==> src/hw/irq_option_pkg.sv <==
`default_nettype none
package irq_option_pkg;
	// ----------------------------------------------------------------------
	// Register map.
	// ----------------------------------------------------------------------
	// Data-space address of the interrupt option register.
	localparam logic [7:0] INTERRUPT_OPTION_ADDR = 8'hC8;
	// Byte address of the option register on APB.
	localparam logic [11:0] APB_OPTION_OFFSET = 12'h0C8;
	// Byte address of the peripheral mask register.
	localparam logic [11:0] APB_MASK_OFFSET = 12'h100;
	// Byte address of the read-only low-power status register.
	localparam logic [11:0] APB_POWER_OFFSET = 12'h104;
	// Reset value of the option register.
	localparam logic [7:0] OPTION_RESET = 8'h00;
	// Reset value of the peripheral mask register.
	localparam logic [7:0] MASK_RESET = 8'h00;

	// ----------------------------------------------------------------------
	// Option register fields.
	// ----------------------------------------------------------------------
	localparam int SRC1_LEVEL_BIT = 6;
	localparam int SRC2_POLARITY_BIT = 5;
	localparam int GLOBAL_ENABLE_BIT = 4;
	// Bits that have an effect; the rest are ignored.
	localparam logic [7:0] OPTION_USED_MASK = 8'h70;

	// ----------------------------------------------------------------------
	// Peripheral mask register fields.
	// ----------------------------------------------------------------------
	localparam int TIMER_EN_BIT = 0;
	localparam int CONV_EN_BIT = 1;
	localparam int RLD_OVERFLOW_EN_BIT = 2;
	localparam int RLD_CMP_EN_BIT = 3;
	localparam int RLD_EDGE_EN_BIT = 4;
	localparam int SERIAL_EN_BIT = 5;

	// ----------------------------------------------------------------------
	// Timing.
	// ----------------------------------------------------------------------
	// Oscillator stabilisation time after a STOP wake-up, in microseconds.
	localparam int STAB_TIME_US = 256;
	localparam int CLK_MHZ = 20;
	localparam int STAB_CYCLES = STAB_TIME_US * CLK_MHZ;

	// ----------------------------------------------------------------------
	// Power states, one-hot.
	// ----------------------------------------------------------------------
	typedef enum logic [3:0] {
		PWR_RUN = 4'h1,
		PWR_WAIT = 4'h2,
		PWR_STOP = 4'h4,
		PWR_STAB = 4'h8
	} power_state_t;

	// Core mode before entering a low-power state.
	localparam logic [1:0] CORE_NORMAL = 2'h0;
	localparam logic [1:0] CORE_IRQ = 2'h1;
	localparam logic [1:0] CORE_NMI = 2'h2;
endpackage : irq_option_pkg
`default_nettype wire

==> src/hw/irq_option_lowpower.sv <==
// Overview of operation
// - Option register at C8h, write-only, no bit ops
// - Reset clears option register to zero
// - Bit 7 and bits 3-0 ignored
// - Bit 6 selects level or edge source 1
// - Bit 5 selects source 2 polarity
// - Polarity one rising, zero falling
// - Global enable gates maskable, not NMI
// - NMI without enable serviced, no wake
// - Vector 4: timer and converter events
// - Vector 3: three reload timer events
// - Vector 2: serial end of transmission; the code requests while serial_running_in is high
// - Ports A,B vector 1; port C vector 2
// - WAIT freezes core, clock keeps running
// - WAIT exit without stabilisation delay
// - Reset in WAIT or STOP resets normally
// - STOP only while watchdog disabled
// - STOP halts oscillator, awaits interrupt
// - STOP exit inserts stabilisation delay
// - Wake keeps oscillator selection
// - Main routine: service, then resume
// - NMI routine: resume, stay NMI mode
// - Normal routine: resume, stay IRQ mode
// - Skip WAIT/STOP when request pending
// - Watchdog active turns STOP into WAIT
`default_nettype none
module irq_option_lowpower #(
	// Stabilisation delay in core clock cycles.
	parameter int STAB_COUNT = irq_option_pkg::STAB_CYCLES,
	// Number of pins on each port.
	parameter int PORT_WIDTH = 8
) (
	// Clock, reset and enable.
	input wire logic clk_in,
	input wire logic srst_in,
	input wire logic ce_in,
	// APB slave.
	input wire logic psel_in,
	input wire logic penable_in,
	input wire logic pwrite_in,
	input wire logic [11:0] paddr_in,
	input wire logic [31:0] pwdata_in,
	input wire logic [3:0] pstrb_in,
	output logic [31:0] prdata_out,
	output logic pready_out,
	output logic pslverr_out,
	// Core data-space write port.
	input wire logic core_we_in,
	input wire logic core_bitop_in,
	input wire logic [7:0] core_addr_in,
	input wire logic [7:0] core_wdata_in,
	// Core instruction and mode status.
	input wire logic wait_exec_in,
	input wire logic stop_exec_in,
	input wire logic [1:0] core_mode_in,
	input wire logic watchdog_active_in,
	input wire logic src1_ack_in,
	input wire logic src2_ack_in,
	// External interrupt pins, asynchronous.
	input wire logic nmi_pin_in,
	input wire logic src1_pin_in,
	input wire logic src2_pin_in,
	// Peripheral events, same clock.
	input wire logic timer_zero_flag_in,
	input wire logic conv_end_in,
	input wire logic reload_overflow_flag_in,
	input wire logic reload_compare_flag_in,
	input wire logic reload_edge_flag_in,
	input wire logic serial_running_in,
	input wire logic [PORT_WIDTH-1:0] port_a_irq_in,
	input wire logic [PORT_WIDTH-1:0] port_b_irq_in,
	input wire logic [PORT_WIDTH-1:0] port_c_irq_in,
	// Requests and power control toward the core.
	output logic nmi_req_out,
	output logic [4:1] vector_req_out,
	output logic core_freeze_out,
	output logic osc_halt_out,
	output logic wake_out,
	output logic [1:0] resume_mode_out
);
	import irq_option_pkg::*;

	// ----------------------------------------------------------------------
	// Input synchronisers.
	// ----------------------------------------------------------------------
	// Pins pass two flops; stage one feeds only stage two.
	logic [2:0] sync1;
	logic [2:0] sync2;
	logic [2:0] next_sync1;
	logic [2:0] next_sync2;
	// Previous synchronised levels for edge detection.
	logic [2:0] pin_prev;
	logic [2:0] next_pin_prev;

	// Combinational next values of the synchronisers.
	always_comb begin
		next_sync1 = {src2_pin_in, src1_pin_in, nmi_pin_in};
		next_sync2 = sync1;
		next_pin_prev = sync2;
	end

	// Register the synchronisers.
	always_ff @(posedge clk_in) begin
		if (srst_in) begin
			sync1 <= 3'h7;
			sync2 <= 3'h7;
			pin_prev <= 3'h7;
		end else if (ce_in) begin
			sync1 <= next_sync1;
			sync2 <= next_sync2;
			pin_prev <= next_pin_prev;
		end
	end

	// ----------------------------------------------------------------------
	// Registers.
	// ----------------------------------------------------------------------
	logic [7:0] interrupt_option; // Stores only the used bits.
	logic [7:0] next_interrupt_option;
	logic [7:0] periph_mask; // Peripheral enable bits.
	logic [7:0] next_periph_mask;
	logic [31:0] next_prdata;
	logic next_pready;
	logic next_pslverr;
	logic apb_setup;
	logic apb_hit_opt;
	logic apb_hit_mask;
	logic apb_hit_pwr;
	logic apb_access; // Access phase with the answer standing.
	power_state_t state; // Current power state, read back as status.
	logic [1:0] resume_mode; // Core mode saved when sleep began.

	// Decode a byte address against one register offset.
	function automatic logic addr_hit(input logic [11:0] a,
		input logic [11:0] off);
		addr_hit = (a[11:2] == off[11:2]);
	endfunction : addr_hit

	// Register write and APB answer logic.
	always_comb begin
		next_interrupt_option = interrupt_option;
		next_periph_mask = periph_mask;
		next_prdata = 32'h0000_0000;
		next_pready = 1'b0;
		next_pslverr = 1'b0;
		// The answer comes one cycle after setup, in the access phase.
		apb_setup = psel_in && !penable_in;
		apb_access = psel_in && penable_in && pready_out;
		apb_hit_opt = addr_hit(paddr_in, APB_OPTION_OFFSET);
		apb_hit_mask = addr_hit(paddr_in, APB_MASK_OFFSET);
		apb_hit_pwr = addr_hit(paddr_in, APB_POWER_OFFSET);
		if (core_we_in && !core_bitop_in &&
			core_addr_in == INTERRUPT_OPTION_ADDR) begin
			next_interrupt_option = core_wdata_in & OPTION_USED_MASK;
		end
		if (apb_setup) begin
			next_pready = 1'b1;
			if (pwrite_in) begin
				if (!apb_hit_opt && !apb_hit_mask) begin
					// Status is read-only; other addresses error.
					next_pslverr = 1'b1;
				end
			end else begin
				if (apb_hit_mask) begin
					next_prdata = {24'h00_0000, periph_mask};
				end else if (apb_hit_pwr) begin
					next_prdata = {24'h00_0000, state, 2'h0, resume_mode};
				end else if (apb_hit_opt) begin
					next_prdata = 32'h0000_0000;
				end else begin
					next_pslverr = 1'b1;
				end
			end
		end
		// Writes land at the edge where the master samples pready high.
		if (apb_access && pwrite_in) begin
			if (apb_hit_opt && pstrb_in[0]) begin
				next_interrupt_option = pwdata_in[7:0] & OPTION_USED_MASK;
			end else if (apb_hit_mask && pstrb_in[0]) begin
				next_periph_mask = pwdata_in[7:0];
			end
		end
	end

	// Register file registers and APB outputs.
	always_ff @(posedge clk_in) begin
		if (srst_in) begin
			interrupt_option <= OPTION_RESET;
			periph_mask <= MASK_RESET;
			prdata_out <= 32'h0000_0000;
			pready_out <= 1'b0;
			pslverr_out <= 1'b0;
		end else if (ce_in) begin
			interrupt_option <= next_interrupt_option;
			periph_mask <= next_periph_mask;
			prdata_out <= next_prdata;
			pready_out <= next_pready;
			pslverr_out <= next_pslverr;
		end
	end

	// ----------------------------------------------------------------------
	// Request logic.
	// ----------------------------------------------------------------------
	logic global_irq_enable;
	logic src1_level_select;
	logic src2_polarity_select;
	logic nmi_latch;
	logic src1_latch;
	logic src2_latch;
	logic next_nmi_latch;
	logic next_src1_latch;
	logic next_src2_latch;
	logic [4:1] next_vector_req;
	logic next_nmi_req;
	logic any_req;
	logic src1_prev; // Source 1 line level one cycle back.
	logic next_src1_prev;

	assign global_irq_enable = interrupt_option[GLOBAL_ENABLE_BIT];
	assign src1_level_select = interrupt_option[SRC1_LEVEL_BIT];
	assign src2_polarity_select = interrupt_option[SRC2_POLARITY_BIT];

	// Latch edges and route peripheral events onto vectors.
	always_comb begin
		logic src1_raw;
		logic src2_raw;
		logic src2_edge;
		src1_raw = 1'b0;
		src2_raw = 1'b0;
		src2_edge = 1'b0;
		// Port pins share the pin lines of sources 1 and 2.
		// ports A,B to 1, C to 2
		src1_raw = !sync2[1] || (|port_a_irq_in) || (|port_b_irq_in);
		src2_raw = (|port_c_irq_in);
		src2_edge = src2_polarity_select ? (sync2[2] && !pin_prev[2]) :
			(!sync2[2] && pin_prev[2]);
		// A new edge wins over the routine start in the same cycle.
		next_nmi_latch = (pin_prev[0] && !sync2[0]) ||
			(nmi_latch && core_mode_in != CORE_NMI);
		next_src1_latch = (!src1_level_select && src1_raw &&
			!src1_prev) || (src1_latch && !src1_ack_in);
		next_src2_latch = src2_edge || src2_raw ||
			(src2_latch && !src2_ack_in);
		next_vector_req[1] = global_irq_enable &&
			(src1_level_select ? src1_raw : src1_latch);
		next_vector_req[2] = global_irq_enable && (src2_latch ||
			(serial_running_in && periph_mask[SERIAL_EN_BIT]));
		next_vector_req[3] = global_irq_enable &&
			((reload_overflow_flag_in && periph_mask[RLD_OVERFLOW_EN_BIT]) ||
			(reload_compare_flag_in && periph_mask[RLD_CMP_EN_BIT]) ||
			(reload_edge_flag_in && periph_mask[RLD_EDGE_EN_BIT]));
		next_vector_req[4] = global_irq_enable &&
			((timer_zero_flag_in && periph_mask[TIMER_EN_BIT]) ||
			(conv_end_in && periph_mask[CONV_EN_BIT]));
		next_nmi_req = nmi_latch;
	end

	assign next_src1_prev = !sync2[1] || (|port_a_irq_in) ||
		(|port_b_irq_in);

	// Register the request state.
	always_ff @(posedge clk_in) begin
		if (srst_in) begin
			nmi_latch <= 1'b0;
			src1_latch <= 1'b0;
			src2_latch <= 1'b0;
			src1_prev <= 1'b0;
			nmi_req_out <= 1'b0;
			vector_req_out <= 4'h0;
		end else if (ce_in) begin
			nmi_latch <= next_nmi_latch;
			src1_latch <= next_src1_latch;
			src2_latch <= next_src2_latch;
			src1_prev <= next_src1_prev;
			nmi_req_out <= next_nmi_req;
			vector_req_out <= next_vector_req;
		end
	end

	assign any_req = global_irq_enable &&
		(nmi_req_out || (|vector_req_out));

	// ----------------------------------------------------------------------
	// Power state machine.
	// ----------------------------------------------------------------------
	power_state_t next_state;
	logic [31:0] stab_cnt;
	logic [31:0] next_stab_cnt;
	logic [1:0] next_resume_mode;
	logic next_freeze;
	logic next_halt;
	logic next_wake;

	// Entry, exit and stabilisation sequencing.
	always_comb begin
		next_state = state;
		next_stab_cnt = stab_cnt;
		next_resume_mode = resume_mode;
		next_wake = 1'b0;
		case (state)
			PWR_RUN: begin
				if ((wait_exec_in || stop_exec_in) && !any_req) begin
					next_resume_mode = core_mode_in;
					if (stop_exec_in && !watchdog_active_in) begin
						next_state = PWR_STOP;
					end else begin
						next_state = PWR_WAIT;
					end
				end
			end
			PWR_WAIT: begin
				if (any_req) begin
					next_state = PWR_RUN;
					next_wake = 1'b1;
				end
			end
			PWR_STOP: begin
				if (any_req) begin
					next_state = PWR_STAB;
					next_stab_cnt = 32'(STAB_COUNT);
				end
			end
			PWR_STAB: begin
				if (stab_cnt <= 32'h0000_0001) begin
					next_state = PWR_RUN;
					next_wake = 1'b1;
				end else begin
					next_stab_cnt = stab_cnt - 32'h0000_0001;
				end
			end
			default: begin
				next_state = PWR_RUN;
			end
		endcase
		next_freeze = (next_state != PWR_RUN);
		next_halt = (next_state == PWR_STOP);
	end

	// Register power state. reset returns to run.
	always_ff @(posedge clk_in) begin
		if (srst_in) begin
			state <= PWR_RUN;
			stab_cnt <= 32'h0000_0000;
			resume_mode <= CORE_NORMAL;
			core_freeze_out <= 1'b0;
			osc_halt_out <= 1'b0;
			wake_out <= 1'b0;
			resume_mode_out <= CORE_NORMAL;
		end else if (ce_in) begin
			state <= next_state;
			stab_cnt <= next_stab_cnt;
			resume_mode <= next_resume_mode;
			core_freeze_out <= next_freeze;
			osc_halt_out <= next_halt;
			wake_out <= next_wake;
			resume_mode_out <= next_resume_mode;
		end
	end
endmodule : irq_option_lowpower
`default_nettype wire

==> config.mk <==
export PLATFORM = sky130hd
export DESIGN_NAME = irq_option_lowpower
export DESIGN_NICKNAME = d
export VERILOG_FILES = /design/src/hw/irq_option_pkg.sv /design/src/hw/irq_option_lowpower.sv
export SDC_FILE = /design/constraint.sdc
export NUM_CORES = 1
export LEC_CHECK = 0
export BUFFER_PORTS_ARGS = -buffer_cell sky130_fd_sc_hd__clkbuf_2
export CORE_UTILIZATION = 49
export DETAILED_ROUTE_END_ITERATION = 8
export GPL_ROUTABILITY_DRIVEN = 0
export PLACE_DENSITY_LB_ADDON = 0.3
export SLEW_MARGIN = 20
export SYNTH_ARGS = -nofsm -noshare
export SYNTH_HDL_FRONTEND = slang
export SYNTH_SLANG_ARGS = --single-unit
==> constraint.sdc <==
create_clock -name clk_in -period 2.5 [get_ports clk_in]
set_input_delay 0.25 -clock clk_in [delete_from_list [all_inputs] [get_ports clk_in]]
set_output_delay 0.25 -clock clk_in [all_outputs]
set_load 0.05 [all_outputs]
==> flow_metrics.py, run 1 <==
metrics = {
    "drt": {
        "post-route-drc-count": 0,
        "post_drt_via_cell_ratio": 5.81,
        "dr.pass1.iters": 4,
        "dr.first_iter.drc_count": 180,
        "vias": 4004,
        "ant_nets": 0,
        "route.final.wire_length_um": 9920,
        "drt-wirelength-per-cell_um": 14.4,
    },
    "floorplanning": {
        "floorplan.die_area_um2": 8730,
        "die_h_um": 93.4,
        "start_util": 0.519,
        "row_cnt": 32,
        "die_w_um": 93.4,
        "coreArea_um2": 7890,
        "ioPinCount": 156,
    },
    "yosys": {
        "postSynth.asyncResetShare": 0,
        "post_synth_fa_ha_maj_area_fraction": 0.00611,
        "synth-compound-area-share": 0.176,
        "synth_edf_count": 0,
        "synth-seq-area-share": 0.386,
        "post_synth.cell_area_avg_um2": 8.52,
        "post_syn_instances": 481,
        "main_combinational_cell_family_by_area_after_synthesis": "simple AND/OR/NAND/NOR gates",
        "post_synth_xor_area_fraction": 0.00214,
        "mappedNetlistArea_um2": 4100,
        "synth_mux_area_frac": 0.0635,
        "synth-seq-cells": 79,
        "synth_top_flop_cell": "sky130_fd_sc_hd__dfxtp_1",
        "distinct_cell_type_count_of_the_synthesized_netlist": 59,
        "warnings_from_yosys": 0,
        "synth_simple_gate_area_share": 0.286,
    },
    "pwr": {
        "power.static_leakage_nw": 2.12,
        "power-per-cell-area_nw_per_um2": 573,
        "vdd.ir_drop.worst_uv": 302,
    },
    "timing": {
        "layout_worst_path_cycle_share": 0.898,
        "timing_worst_slew_pin_value_ns": 0.534,
        "slew_viol_final": 0,
        "max_slew_margin": 0.641,
        "finalSetupTns_ns": 0,
        "hold_violations": 0,
        "hold_ws_ns": 0.0974,
        "report.final.setup_viol": 0,
        "grt_setup_unrepaired": "no",
        "fin_crit_ns": 2.25,
        "achievable-frequency_mhz": 445,
        "timing.clock.skew_ns": 0.0121,
    },
    "job": {
        "max_cap_viol_count": 0,
    },
    "placement": {
        "buffer_ports.inserted": 97,
        "hpwlAfterDp_um": 7200,
        "numPlacedInstances": 673,
        "dpl-instance-area_um2": 4660,
    },
    "worst_setup_path": {
        "endpoint_kind": "flip-flop",
        "worst-setup-path-type": "reg -> reg",
        "critical_path.startpoint_type": "flip-flop",
        "reg2regPathDepth": 6,
        "critical_path.reg2reg.endpoint": "stab_cnt[30]",
        "r2r_slack_ns": 0.25,
        "highest_fanout_seen_on_the_critical_path": 19,
        "crit_path_cell_trace": "or4_1 -> nor4_2 -> and4_1 -> buf_4 -> nor4_1 -> mux2i_1",
        "critPathArrivalTime_ns": 2.48,
        "critical-path-max-stage-delay_ns": 0.61,
        "cp_num_buf_inv": 1,
        "required_ns": 2.74,
        "critPathTopFamily": "simple AND/OR/NAND/NOR gates",
        "timing.critical_path.slowest_stage_cell": "sky130_fd_sc_hd__or4_1",
        "critical_path.reg2reg.startpoint": "stab_cnt[9]",
    },
    "finish": {
        "diodes_inserted": 0,
        "multi_input_comb_area_um2": 2290,
        "layout_cells_sized_above_1": 0.252,
        "seq_area_um2": 1580,
        "areaGrowthSynthToFinish_pct": 19.4,
        "non_filler_instance_count_after_layout": 689,
        "finish.instance_area_um2": 4890,
        "layout.cells.most_common": "sky130_fd_sc_hd__clkbuf_2",
        "filler_cell_count": 707,
        "post_route_core_utilization": 0.620,
        "most-common-layout-cells": "sky130_fd_sc_hd__clkbuf_2 (97), sky130_fd_sc_hd__dfxtp_1 (79), sky130_fd_sc_hd__nor2_1 (44), sky130_fd_sc_hd__nand2_1 (39), sky130_fd_sc_hd__a21oi_1 (36)",
        "final_net_count": 696,
    },
    "grt": {
        "grt_antenna_before_repair": 0,
        "groute.usage.overall": 0.234,
        "number_of_global_route_vias_before_repair": 3546,
        "grt_overflow": 0,
        "grt_pass1_wl_um": 16000,
        "grt_start_max_net_pins": 40,
    },
    "worst_hold_path": {
        "whs_path_depth": 3,
        "hp-class": "in -> reg",
        "min_to": "next_sync2[0]",
        "min_from": "nmi_pin_in",
    },
    "cts": {
        "cts_max_level": 3,
        "clock_insertion_delay_at_the_later_pin_of_the_skew_report_ns": 0.37,
        "cts-hold-fix-buffers": 0,
        "cts-resized-gates": 0,
        "numClockSinks": 79,
        "cts-root-buf": "sky130_fd_sc_hd__clkbuf_8",
        "cts_made_buffers": 9,
        "post-cts-setup-buffer-count": 0,
        "cts_max_path_buffers": 2,
        "cts_tree": "yes",
        "clkTransAtPathRegs_ns": 0.08,
    },
    "status": {
        "status": "completed",
    },
}
layer usage:
metal  vias to the layer above  routed length, µm  global-route usage
li1                       1967                  -                   -
met1                      1884               4350               0.299
met2                       140               4850               0.392
met3                        13                583              0.0415
met4                         0                127              0.0872
met5                         -                  0                   0
registers in the layout, summed over array words and instances, names as in the netlist:
| register | flops |
|---|---|
| state | 4 |
| wake_out | 1 |
| next_nmi_req | 1 |
| src1_latch | 1 |
| resume_mode | 2 |
| interrupt_option | 3 |
| stab_cnt | 32 |
| next_pin_prev | 3 |
| pin_prev | 2 |
| src2_latch | 1 |
| src1_prev | 1 |
| periph_mask | 8 |
| osc_halt_out | 1 |
| core_freeze_out | 1 |
| vector_req_out | 4 |
| pslverr_out | 1 |
| pready_out | 1 |
| prdata_out | 8 |
| nmi_req_out | 1 |
| next_sync2 | 3 |
power by group:
| group | internal (mW) | switching, mW |
|---|---|---|
| registers | 1.29 | 0.0295 |
| logic | 0.151 | 0.283 |
| clock network | 0.567 | 0.485 |
worst max path at each step:
stage	depth (start not counted)	start	endpoint	slack [ns]
floorplan	7	vector_req_out[1]	stab_cnt[11]	0.16
finish	6	stab_cnt[9]	stab_cnt[30]	0.25
detailed placement	6	paddr_in[10]	interrupt_option[4]	0.08
CTS	6	stab_cnt[9]	stab_cnt[12]	0.17
global placement	6	stab_cnt[9]	stab_cnt[14]	0.23
global route	6	stab_cnt[9]	stab_cnt[10]	0.09
synthesized netlist by cell type (all sizes together) (2+ instances only):
cell type | n | area, µm²
or4b | 4 | 40.0
a2bb2oi | 4 | 35.0
a21oi | 36 | 180
clkinv | 2 | 7.51
o22ai | 2 | 12.5
a22oi | 8 | 60.1
mux2i | 26 | 260
nor4 | 21 | 146
ha | 2 | 25.0
nor4b | 5 | 50.0
a211o | 3 | 26.3
a311oi | 2 | 17.5
nor3b | 2 | 15.0
a211oi | 4 | 30.0
nor2b | 5 | 31.3
o2111ai | 2 | 23.8
nor2 | 45 | 171
a31oi | 2 | 12.5
o21ai | 10 | 50.0
clkbuf | 17 | 65.1
inv | 5 | 18.8
buf | 34 | 231
o41ai | 2 | 36.3
a21o | 3 | 22.5
or2 | 4 | 25.0
nand4 | 6 | 37.5
or3 | 14 | 87.6
nand2b | 8 | 50.1
o31ai | 20 | 150
nand3 | 13 | 65.1
and3 | 3 | 18.8
nor3 | 8 | 40.0
dfxtp | 79 | 1580
or4 | 27 | 206
nand2 | 39 | 146
nand3b | 2 | 15.0
cells by family after synthesis:
group | after synthesis
XOR/XNOR | 1
AND/OR/NAND/NOR | 209
flip-flops | 79
AO/OA/AOI/OAI | 105
other | 1
buffers and inverters | 58
multiplexers | 26
adder cells (fa/ha/maj) | 2
worst reg2reg max path, delay by kind of cell (launching register included):
family / cells / cell delay [ns]
buffers and inverters: 1 / 0.25
flip-flops: 1 / 0.34
multiplexers: 1 / 0.12
AND/OR/NAND/NOR: 4 / 1.43
through the flow:
stage | power [mW] | setup WS [ns]
floorplan | 1.67 | 0.158
global placement | 1.76 | 0.230
detailed placement | 1.77 | 0.0815
CTS | 2.81 | 0.166
global route | 2.92 | 0.0949
finish | 2.80 | 0.255
cell type report:
type / count / share of cell area
multi-input cells: 367 / 0.468
flip-flops and latches: 79 / 0.323
repair buffers: 118 / 0.132
clock buffers: 10 / 0.0261
well taps: 102 / 0.0261
clock inverters: 6 / 0.0189
inverters: 7 / 0.00537
Note: power is estimated with default switching activity, not from simulation.
==> inputs of run 2 (changes only) <==
Settings changed: GPL_TIMING_DRIVEN set to 1, HOLD_SLACK_MARGIN set to 0.15.
==> run 2 against run 1 <==
  * First-iteration DRC count increased by 17%
  * Sequential power about the same
  * Final cell count increased by 2.0%
  * Register-to-register slack got worse by 0.02 ns
  * Clock power about the same
  * Combinational power increased by 4%
  * Via count increased by 1.6%
  * Non-clock buffer count increased by 13
  * Routed wire length increased by 2.4%
  * Critical path type unchanged
  * Largest cell class unchanged
==> flow_metrics.py, run 2 (synthesis results as in run 1) <==
metrics = {
    "floorplanning": {
        "row_cnt": 32,
        "die_w_um": 93.4,
        "ioPinCount": 156,
        "floorplan.die_area_um2": 8730,
        "die_h_um": 93.4,
        "coreArea_um2": 7890,
        "start_util": 0.519,
    },
    "cts": {
        "post-cts-setup-buffer-count": 0,
        "cts_tree": "yes",
        "cts-root-buf": "sky130_fd_sc_hd__clkbuf_8",
        "cts_max_level": 3,
        "clkTransAtPathRegs_ns": 0.08,
        "cts_max_path_buffers": 2,
        "cts_made_buffers": 9,
        "numClockSinks": 79,
        "clock_insertion_delay_at_the_later_pin_of_the_skew_report_ns": 0.37,
    },
    "pwr": {
        "vdd.ir_drop.worst_uv": 303,
        "power-per-cell-area_nw_per_um2": 561,
        "power.static_leakage_nw": 2.17,
    },
    "placement": {
        "buffer_ports.inserted": 97,
        "numPlacedInstances": 673,
        "hpwlAfterDp_um": 7200,
    },
    "status": {
        "status": "completed",
    },
    "timing": {
        "finalSetupTns_ns": 0,
        "grt_setup_unrepaired": "no",
        "achievable-frequency_mhz": 442,
        "timing_worst_slew_pin_value_ns": 0.532,
        "timing.clock.skew_ns": 0.0148,
        "hold_violations": 0,
        "slew_viol_final": 0,
        "fin_crit_ns": 2.26,
        "max_slew_margin": 0.642,
        "layout_worst_path_cycle_share": 0.904,
        "report.final.setup_viol": 0,
    },
    "finish": {
        "largest_register_ff_count": 32,
        "final_net_count": 709,
        "layout.cells.most_common": "sky130_fd_sc_hd__clkbuf_2",
        "areaGrowthSynthToFinish_pct": 22.6,
        "layout_cells_sized_above_1": 0.247,
        "regMostFlops": "stab_cnt",
        "non_filler_instance_count_after_layout": 703,
        "most-common-layout-cells": "sky130_fd_sc_hd__clkbuf_2 (97), sky130_fd_sc_hd__dfxtp_1 (79), sky130_fd_sc_hd__nor2_1 (44), sky130_fd_sc_hd__nand2_1 (39), sky130_fd_sc_hd__a21oi_1 (36)",
        "top_regs": "stab_cnt (32), periph_mask (8), prdata_out (8)",
    },
    "worst_setup_path": {
        "timing.critical_path.slowest_stage_cell": "sky130_fd_sc_hd__or4_1",
        "critPathArrivalTime_ns": 2.50,
        "cp_num_buf_inv": 1,
        "crit_path_cell_trace": "or4_1 -> nor4_2 -> and4_1 -> buf_4 -> nor4_1 -> mux2i_1",
        "highest_fanout_seen_on_the_critical_path": 19,
        "endpoint_kind": "flip-flop",
        "worst-setup-path-type": "reg -> reg",
        "required_ns": 2.74,
        "critical-path-max-stage-delay_ns": 0.62,
        "critPathTopFamily": "simple AND/OR/NAND/NOR gates",
        "critical_path.startpoint_type": "flip-flop",
    },
    "drt": {
        "route.final.wire_length_um": 10100,
        "dr.pass1.iters": 5,
        "vias": 4067,
        "ant_nets": 0,
        "drt-wirelength-per-cell_um": 14.4,
        "dr.first_iter.drc_count": 210,
        "post_drt_via_cell_ratio": 5.79,
        "post-route-drc-count": 0,
    },
    "grt": {
        "number_of_global_route_vias_before_repair": 3629,
        "groute.usage.overall": 0.240,
        "grt_antenna_before_repair": 0,
        "grt_start_max_net_pins": 40,
        "grt_pass1_wl_um": 16400,
        "grt_overflow": 0,
    },
    "job": {
        "max_cap_viol_count": 0,
    },
    "worst_hold_path": {
        "hp-class": "in -> reg",
    },
}
run 2: changes by cell type in the layout (fill, tap and decap cells not counted):
cell	delta
sky130_fd_sc_hd__dlygate4sd3_1	+13
sky130_fd_sc_hd__diode_2	+1
run 2: cell type report:
class	instances	area, µm²
Tap cell	102	128
Antenna cell	1	2.50
Inverter	7	26.3
Sequential cell	79	1580
Timing Repair Buffer	131	777
Multi-Input combinational cell	367	2290
Clock buffer	10	128
Fill cell	694	2860
Clock inverter	6	92.6
run 2: path summary, 6_finish.rpt:
check / from / endpoint / slack [ns] / depth (start not counted)
max: stab_cnt[9] / stab_cnt[30] / 0.24 / 6
min: pwdata_in[4] / periph_mask[4] / 0.17 / 3
max reg2reg: stab_cnt[9] / stab_cnt[30] / 0.24 / 6
min reg2reg: src1_latch / src1_latch / 0.47 / 2
run 2: repair_timing:
item,4_1_cts,5_1_grt
hold buffers,13,0
endpoints found under the hold margin,13,0
resized for setup,0,2
endpoints found under the setup margin,0,4
run 2: worst reg2reg max path: cells and delay by family (launching register included):
family                 cells  cell delay (ns)
and+or+nand+nor            4             1.44
DFF                        1             0.34
buffers and inverters      1             0.25
muxes                      1             0.12
run 2: metrics by stage:
stage          setup slack [ns]  hold WS, ns  utilization  power (mW)  area, µm²
2_1_floorplan             0.158        0.378            -        1.67       4180
3_3_place_gp              0.230        0.445        0.591        1.76       4660
3_5_place_dp             0.0815        0.453        0.591        1.77       4660
4_1_cts                   0.166        0.164        0.635        2.83       5010
5_1_grt                  0.0949        0.165        0.637        2.93       5020
6_report                  0.239        0.167        0.637        2.82       5020
run 2: per-layer routing:
| layer | part of all wire | track usage |
|---|---|---|
| met4 | 0.017 | 0.101 |
| met1 | 0.43 | 0.301 |
| met5 | 0 | 0 |
| met3 | 0.057 | 0.0455 |
| met2 | 0.49 | 0.402 |
run 2: power breakdown:
part | internal, mW | switching [mW]
logic | 0.165 | 0.287
registers | 1.29 | 0.0292
clock network | 0.567 | 0.483
